`src/swd_pkg.sv`:
```
// Shared constants and types for the standby wake request detector.
// Assumes a single 25 MHz system clock domain and a plain strobe register port.
package swd_pkg;

    // Geometry
    localparam int          SWD_NUM_CH      = 4;
    localparam int          SWD_ADDR_W      = 8;
    localparam int          SWD_DATA_W      = 32;

    // Register byte addresses
    localparam logic [7:0]  SWD_ADDR_MODE   = 8'h00;
    localparam logic [7:0]  SWD_ADDR_CLEAR  = 8'h04;
    localparam logic [7:0]  SWD_ADDR_MASK   = 8'h08;

    // Per-channel field layout inside the mode control word
    localparam int          SWD_CH_STRIDE   = 8;
    localparam int          SWD_SEL_OFS     = 4;
    localparam int          SWD_SEL_W       = 3;
    localparam int          SWD_STAT_OFS    = 2;
    localparam int          SWD_STAT_W      = 2;
    localparam int          SWD_EN_OFS      = 0;

    // Reset values
    localparam logic [2:0]  SWD_SEL_RST     = 3'h1;
    localparam logic [1:0]  SWD_STAT_RST    = 2'h0;
    localparam logic        SWD_EN_RST      = 1'b0;
    localparam logic [3:0]  SWD_VEC_RST     = 4'h0;
    localparam logic [31:0] SWD_WORD_ZERO   = 32'h0000_0000;

    // Detection select codes; 3'h5 to 3'h7 are not legal settings
    typedef enum logic [2:0] {
        SWD_DET_LOW  = 3'b000,
        SWD_DET_HIGH = 3'b001,
        SWD_DET_FALL = 3'b010,
        SWD_DET_RISE = 3'b011,
        SWD_DET_BOTH = 3'b100
    } swd_detect_t;

    // Edge record: 2'h1 rising, 2'h2 falling, 2'h3 both
    typedef struct packed {
        logic fall;
        logic rise;
    } swd_edge_t;

    // Channel configuration as held in the mode control word
    typedef struct packed {
        swd_detect_t sel;
        logic        en;
    } swd_chan_cfg_t;

endpackage : swd_pkg

```
`src/swd_edge_detect.sv`:
```
// One wake input detector: level or edge qualification of a pin sample.
// Assumes the pin is already synchronous to clk_sys_i.
`timescale 1ns/1ps
module swd_edge_detect
    import swd_pkg::*;
(
    // Clock and reset
    input  wire logic          clk_sys_i,
    input  wire logic          rst_n_i,
    // Pin and configuration
    input  wire logic          pin_i,
    input  wire swd_chan_cfg_t cfg_i,
    // Detection results
    output logic               req_o,
    output swd_edge_t          edge_o
);

    logic prev_q;
    logic primed_q;
    logic rise;
    logic fall;
    logic hit;

    // Previous sample; no edge is taken before one real sample exists,
    // so a pin that sits high at reset release does not fake a rising edge
    always_ff @(posedge clk_sys_i or negedge rst_n_i) begin
        if (!rst_n_i) begin
            prev_q   <= 1'b0;
            primed_q <= 1'b0;
        end else begin
            prev_q   <= pin_i;
            primed_q <= 1'b1;
        end
    end

    assign rise = primed_q & pin_i & ~prev_q;
    assign fall = primed_q & ~pin_i & prev_q;

    always_comb begin
        hit = 1'b0;
        unique case (cfg_i.sel)
            SWD_DET_LOW:  hit = ~pin_i;
            SWD_DET_HIGH: hit = pin_i;
            SWD_DET_FALL: hit = fall;
            SWD_DET_RISE: hit = rise;
            SWD_DET_BOTH: hit = rise | fall;
            default:      hit = 1'b0; // Forbidden codes detect nothing
        endcase
    end

    assign req_o       = cfg_i.en & hit;
    assign edge_o.rise = cfg_i.en & (cfg_i.sel == SWD_DET_BOTH) & rise;
    assign edge_o.fall = cfg_i.en & (cfg_i.sel == SWD_DET_BOTH) & fall;

endmodule // swd_edge_detect

```
`src/swd_wake_detect.sv`:
```
// Standby wake request detector for four external inputs, with its registers.
// Assumes pins synchronous to clk_sys_i and a master that never overlaps strobes.
//
// Behaviour
// - Select field codes 000..100 mean low, high, falling, rising, both edges.
// - Read-only 2-bit edge status: 00 none, 01 rising, 10 falling, 11 both.
// - Edge status has content only while select holds the both-edges code.
// - Edge status records which active edge caused the wake request.
// - Clearing a channel's pending request also clears its edge status.
// - Per-channel enable at bits 24,16,8,0; zero blocks, one passes input.
// - Select and status fields sit in each channel's byte lane.
`timescale 1ns/1ps
module swd_wake_detect
    import swd_pkg::*;
(
    // Clock and reset
    input  wire logic                  clk_sys_i,
    input  wire logic                  rst_n_i,
    // Register port
    input  wire logic [SWD_ADDR_W-1:0] reg_addr_i,
    input  wire logic [SWD_DATA_W-1:0] reg_wdata_i,
    input  wire logic                  reg_wr_i,
    input  wire logic                  reg_rd_i,
    output logic      [SWD_DATA_W-1:0] reg_rdata_o,
    // External wake inputs
    input  wire logic                  ext_wake_input_0_i,
    input  wire logic                  ext_wake_input_1_i,
    input  wire logic                  ext_wake_input_2_i,
    input  wire logic                  ext_wake_input_3_i,
    // Requests toward the clock generator and the core
    output logic      [SWD_NUM_CH-1:0] wake_req_o,
    output logic                       irq_o
);

    // Configuration and state
    swd_chan_cfg_t                     cfg_q   [SWD_NUM_CH];
    swd_edge_t                         edge_q  [SWD_NUM_CH];
    logic          [SWD_NUM_CH-1:0]    pend_q;
    logic          [SWD_NUM_CH-1:0]    mask_q;
    logic          [SWD_DATA_W-1:0]    rdata_q;

    // Detector results
    logic          [SWD_NUM_CH-1:0]    pins;
    logic          [SWD_NUM_CH-1:0]    req;
    swd_edge_t                         det_edge [SWD_NUM_CH];

    // Decoded accesses
    logic                              wr_mode;
    logic                              wr_clear;
    logic                              wr_mask;
    logic          [SWD_NUM_CH-1:0]    clr_bits;
    logic          [SWD_DATA_W-1:0]    mode_word;
    logic          [SWD_DATA_W-1:0]    rd_mux;

    assign pins = {ext_wake_input_3_i,
                   ext_wake_input_2_i,
                   ext_wake_input_1_i,
                   ext_wake_input_0_i};

    assign wr_mode  = reg_wr_i & (reg_addr_i == SWD_ADDR_MODE);
    assign wr_clear = reg_wr_i & (reg_addr_i == SWD_ADDR_CLEAR);
    assign wr_mask  = reg_wr_i & (reg_addr_i == SWD_ADDR_MASK);
    assign clr_bits = wr_clear ? reg_wdata_i[SWD_NUM_CH-1:0] : SWD_VEC_RST;

    generate
        for (genvar ch = 0; ch < SWD_NUM_CH; ch++) begin : g_ch
            localparam int SEL_LSB  = ch * SWD_CH_STRIDE + SWD_SEL_OFS;
            localparam int STAT_LSB = ch * SWD_CH_STRIDE + SWD_STAT_OFS;
            localparam int EN_BIT   = ch * SWD_CH_STRIDE + SWD_EN_OFS;
            localparam int LANE_LSB = ch * SWD_CH_STRIDE;

            logic [SWD_STAT_W-1:0] stat_view;

            swd_edge_detect u_det (
                .clk_sys_i (clk_sys_i),
                .rst_n_i   (rst_n_i),
                .pin_i     (pins[ch]),
                .cfg_i     (cfg_q[ch]),
                .req_o     (req[ch]),
                .edge_o    (det_edge[ch])
            );

            // Only writable fields are stored; reserved bits have no flops
            always_ff @(posedge clk_sys_i or negedge rst_n_i) begin
                if (!rst_n_i) begin
                    cfg_q[ch].sel <= swd_detect_t'(SWD_SEL_RST);
                    cfg_q[ch].en  <= SWD_EN_RST;
                end else if (wr_mode) begin
                    // Both fields take the write as given; ordering them is software's job
                    cfg_q[ch].sel <= swd_detect_t'(reg_wdata_i[SEL_LSB +: SWD_SEL_W]);
                    cfg_q[ch].en  <= reg_wdata_i[EN_BIT];
                end
            end

            // Edge record accumulates; a new edge beats a clear in the same cycle
            always_ff @(posedge clk_sys_i or negedge rst_n_i) begin
                if (!rst_n_i) begin
                    edge_q[ch] <= swd_edge_t'(SWD_STAT_RST);
                end else begin
                    if (clr_bits[ch]) begin
                        edge_q[ch] <= det_edge[ch];
                    end else begin
                        edge_q[ch].rise <= edge_q[ch].rise | det_edge[ch].rise;
                        edge_q[ch].fall <= edge_q[ch].fall | det_edge[ch].fall;
                    end
                end
            end

            // Status is shown only in both-edges mode; stale content stays hidden
            assign stat_view = (cfg_q[ch].sel == SWD_DET_BOTH) ? edge_q[ch] : SWD_STAT_RST;

            // Lane layout: each lane drives only its own bits, so no two processes drive the same bit
            assign mode_word[LANE_LSB + SWD_CH_STRIDE - 1] = 1'b0;
            assign mode_word[SEL_LSB +: SWD_SEL_W]         = cfg_q[ch].sel;
            assign mode_word[STAT_LSB +: SWD_STAT_W]       = stat_view;
            assign mode_word[STAT_LSB - 1]                 = 1'b0;
            assign mode_word[EN_BIT]                       = cfg_q[ch].en;
        end
    endgenerate

    // Pending requests: sticky, write one to clear, set wins over clear
    always_ff @(posedge clk_sys_i or negedge rst_n_i) begin
        if (!rst_n_i) begin
            pend_q <= SWD_VEC_RST;
        end else begin
            pend_q <= (pend_q & ~clr_bits) | req;
        end
    end

    // Interrupt mask, same layout as the pending bits
    always_ff @(posedge clk_sys_i or negedge rst_n_i) begin
        if (!rst_n_i) begin
            mask_q <= SWD_VEC_RST;
        end else if (wr_mask) begin
            mask_q <= reg_wdata_i[SWD_NUM_CH-1:0];
        end
    end

    // Read mux; unmapped addresses return zero
    always_comb begin
        rd_mux = SWD_WORD_ZERO;
        unique case (reg_addr_i)
            SWD_ADDR_MODE:  rd_mux = mode_word;
            SWD_ADDR_CLEAR: rd_mux[SWD_NUM_CH-1:0] = pend_q;
            SWD_ADDR_MASK:  rd_mux[SWD_NUM_CH-1:0] = mask_q;
            default:        rd_mux = SWD_WORD_ZERO;
        endcase
    end

    // Read data stands only in the cycle after the strobe
    always_ff @(posedge clk_sys_i or negedge rst_n_i) begin
        if (!rst_n_i) begin
            rdata_q <= SWD_WORD_ZERO;
        end else if (reg_rd_i) begin
            rdata_q <= rd_mux;
        end else begin
            rdata_q <= SWD_WORD_ZERO;
        end
    end

    assign reg_rdata_o = rdata_q;
    assign wake_req_o  = pend_q;
    assign irq_o       = |(pend_q & mask_q);

endmodule // swd_wake_detect

```
`config.mk`:
```
export PLATFORM = sky130hd
export DESIGN_NAME = swd_wake_detect
export DESIGN_NICKNAME = d
export VERILOG_FILES = /design/src/swd_pkg.sv /design/src/swd_edge_detect.sv /design/src/swd_wake_detect.sv
export SDC_FILE = /design/constraint.sdc
export NUM_CORES = 1
export LEC_CHECK = 0
export ABC_AREA = 1
export BUFFER_PORTS_ARGS = -buffer_cell sky130_fd_sc_hd__buf_4
export CAP_MARGIN = 20
export CORE_MARGIN = 5
export CORE_UTILIZATION = 51
export DETAILED_ROUTE_END_ITERATION = 16
export GPL_TIMING_DRIVEN = 0
export HOLD_SLACK_MARGIN = 0.12
export MAX_ROUTING_LAYER = met4
export PLACE_DENSITY = 0.88
export SLEW_MARGIN = 10
export SYNTH_ARGS = -nofsm -noshare
export SYNTH_HDL_FRONTEND = slang
export SYNTH_SLANG_ARGS = --single-unit
```
`constraint.sdc`:
```
create_clock -name clk_sys_i -period 1.5 [get_ports clk_sys_i]
set_clock_uncertainty 0.2 [all_clocks]
set_input_delay 0.3 -clock clk_sys_i [delete_from_list [all_inputs] [get_ports clk_sys_i]]
set_output_delay 0.3 -clock clk_sys_i [all_outputs]
set_load 0.005 [all_outputs]
```
==> impl_metrics.ini <==
[detailed_routing]
postRouteAntennaNets = 0
drt_first_pass_iters = 4
routedWlPerCell_um = 13.9
drt-total-wl_um = 7290
drcViolationCount = 0
vias_per_cell = 4.95
vias = 2598
drt_iter0_drc = 98

[floorplanning]
num_rows = 27
dieArea_um2 = 7160
io_pins = 85
die-height_um = 84.6
start_util = 0.519
die_w_um = 84.6
core_area_um2 = 5470

[pwr]
p_leak_nw = 2.20
ir_worst_vdd_mv = 0.727
p_seq_frac = 0.457
power_density_nw_per_um2 = 957
pwr-share-comb = 0.116
switching_share = 0.241
p_int_mw = 2.95
total_power_mw = 3.89
clkPwrFrac = 0.428
p_sw_mw = 0.939

[synthesis]
synth_top_family_by_area = simple AND/OR/NAND/NOR gates
synth_compound_area_frac = 0.0833
synth_mux_area_frac = 0
synth_cells = 330
synth-simple-area-share = 0.267
avgSynthCellArea_um2 = 8.61
synth-xor-area-share = 0
synth_area_um2 = 2840
synthAdderAreaFrac = 0
ys_types = 25
synth-seq-area-share = 0.548
ys_ff_latch = 62
yosysWarnings = 0

[timing]
worst_pin_slew_ps = 764
setup_ws_ps = -69.7
fmax_mhz = 637
rsz0062_at_grt = true
layout_min_cycle_time_ps = 1570
min_period_over_period = 1.05
relSlewSlack = 0.490
hold_viol_final = 0
setup_viol = 2
slew_viol_final = 0

[grt]
grt.total_usage = 0.220
antenna_found_initial = 0
grt_pass1_wl_um = 12000
gr-total-overflow = 0
grt_start_max_net_pins = 63
grt_pass1_vias = 2618

[flow_run]
maxCapViolCount = 0

[critical_path]
cp_max_fo = 3
worstSetupPathType = reg -> out
critPathLaunchType = register
arrival_ps = 1070
crit_required_ps = 1000
end_kind = output port

[cts]
cts_buffer_depth = 2
h-tree-depth = 3
insertion_delay_ps = 350
cts_num_sinks = 62
clkTransAtPathRegs_ps = 70
cts_tree = done
root_buffer = clkbuf_8
numCtsBuffers = 9

[cells_and_area]
antenna_cells = 0
finalNetCount = 496
final_core_util = 0.743
area_growth_pct = 43.2
drive_gt1_frac = 0.305

[placed_design]
hpwl_um = 4700
routabilityCongestion = 0.915
portBuffers = 64

[status]
failed_checks = setup timing
status = complete, but fails checks

[min_path]
hp-class = in -> reg
-- worst paths after layout --
path / startpoint / endpoint / slack [ps] / depth (start not counted)
max in group asynchronous: rst_n_i / reg_rdata_o[27] / 220 / 2
hold reg to reg: cfg_q[0] / wake_req_o[3] / 280 / 2
min in group asynchronous: rst_n_i / reg_rdata_o[14] / 380 / 2
hold / removal: reg_addr_i[0] / reg_rdata_o[3] / 160 / 6
setup reg to reg: cfg_q[2] / edge_q[0] / 110 / 3
setup / recovery: mask_q[1] / irq_o / -70 / 3
-- flip-flops by register name, summed over array words and instances (netlist names) --
register             flops
g_ch.u_det.prev_q        4
reg_rdata_o             25
wake_req_o               4
cfg_q                   16
edge_q                   8
mask_q                   4
g_ch.u_det.primed_q      1
-- logic make-up (layout without fill, tap and decap cells) --
family | after synthesis | count (layout)
AO/OA/AOI/OAI | 33 | 33
buffers and inverters | 59 | 176
flip-flops | 62 | 62
other | 2 | 8
AND/OR/NAND/NOR | 174 | 174
-- what timing repair did --
item                                    CTS  global route
pin swaps                                 3             2
endpoints found under the setup margin    4            12
hold buffers                             29             0
buffers inserted                          4             4
endpoints found under the hold margin    88             0
resized for setup                         5            10
-- metal layers --
metal / vias to the layer above / part of all wire / GRT usage
met5: - / 0 / -
met4: 0 / 0.019 / 0.0748
met3: 12 / 0.064 / 0.0667
met2: 93 / 0.51 / 0.370
met1: 1237 / 0.41 / 0.249
li1: 1256 / - / -
-- Yosys cell counts --
cell	number	area (um^2)
nand2_4	1	11.3
o21ai_2	1	8.76
buf_4	7	52.6
nor2_2	4	25.0
nand2_1	60	225
o211ai_1	1	7.51
conb_1	2	7.51
nor2_4	2	22.5
dfrtp_1	58	1450
nor3b_1	1	7.51
inv_1	46	173
nand3_1	31	155
nor2_1	59	221
a21oi_2	15	131
buf_6	4	45.0
buf_2	2	10.0
a21oi_1	1	5.00
nand2_2	3	18.8
o21ai_0	12	60.1
o2111ai_1	1	8.76
nand3b_1	1	7.51
nand4_1	4	25.0
o31ai_1	2	15.0
nor3_1	8	40.0
dfstp_2	4	105
-- stage by stage --
step | hold WS [ps] | std cells | TNS (ps) | instance area (um^2) | setup WS (ps)
CTS | 147 | 521 | -113 | 4000 | -85.8
global placement | 215 | 472 | -2730 | 3430 | -144
finish | 164 | 525 | -96.5 | 4070 | -69.7
floorplan | -196 | 336 | 0 | 2860 | 123
detailed placement | 225 | 472 | -3950 | 3430 | -165
global route | 168 | 525 | -208 | 4070 | -117
-- critical path, stage by stage, from the launching register on --
cell and delay (ps):
dfrtp_1 400, nand2_1 70, nand4_1 100, buf_4 150
-- layout make-up --
class / instances / area (um^2)
buffer: 13 / 108
timing repair buffer: 101 / 853
multi-input combinational: 215 / 1060
clock inverter: 5 / 82.6
tap: 72 / 90.1
inverter: 46 / 173
clock buffer: 11 / 141
fill: 410 / 1410
sequential: 62 / 1560
-- placed cells by master, fill, tap and decap left out, types with 3 or more instances in the layout --
| cell | netlist | routed |
|---|---|---|
| a21oi_2 | 15 | 15 |
| buf_4 | 7 | 73 |
| buf_6 | 4 | 10 |
| clkbuf_8 | 0 | 10 |
| clkinvlp_4 | 0 | 3 |
| conb_1 | 2 | 8 |
| dfrtp_1 | 58 | 58 |
| dfstp_2 | 4 | 4 |
| dlygate4sd3_1 | 0 | 29 |
| inv_1 | 46 | 45 |
| nand2_1 | 60 | 60 |
| nand2_2 | 3 | 3 |
| nand3_1 | 31 | 30 |
| nand4_1 | 4 | 4 |
| nor2_1 | 59 | 57 |
| nor2_2 | 4 | 6 |
| nor3_1 | 8 | 4 |
| nor3_2 | 0 | 3 |
| o21ai_0 | 12 | 12 |
-- power groups by stage --
stage | Combinational [mW] | Clock [mW] | Sequential [mW]
floorplan | 0.131 | 0 | 1.80
CTS | 0.412 | 1.68 | 1.77
detailed placement | 0.303 | 0 | 1.81
finish | 0.450 | 1.66 | 1.78
global placement | 0.290 | 0 | 1.81
global route | 0.497 | 1.76 | 1.78
Note: power is estimated with default switching activity, not from simulation.
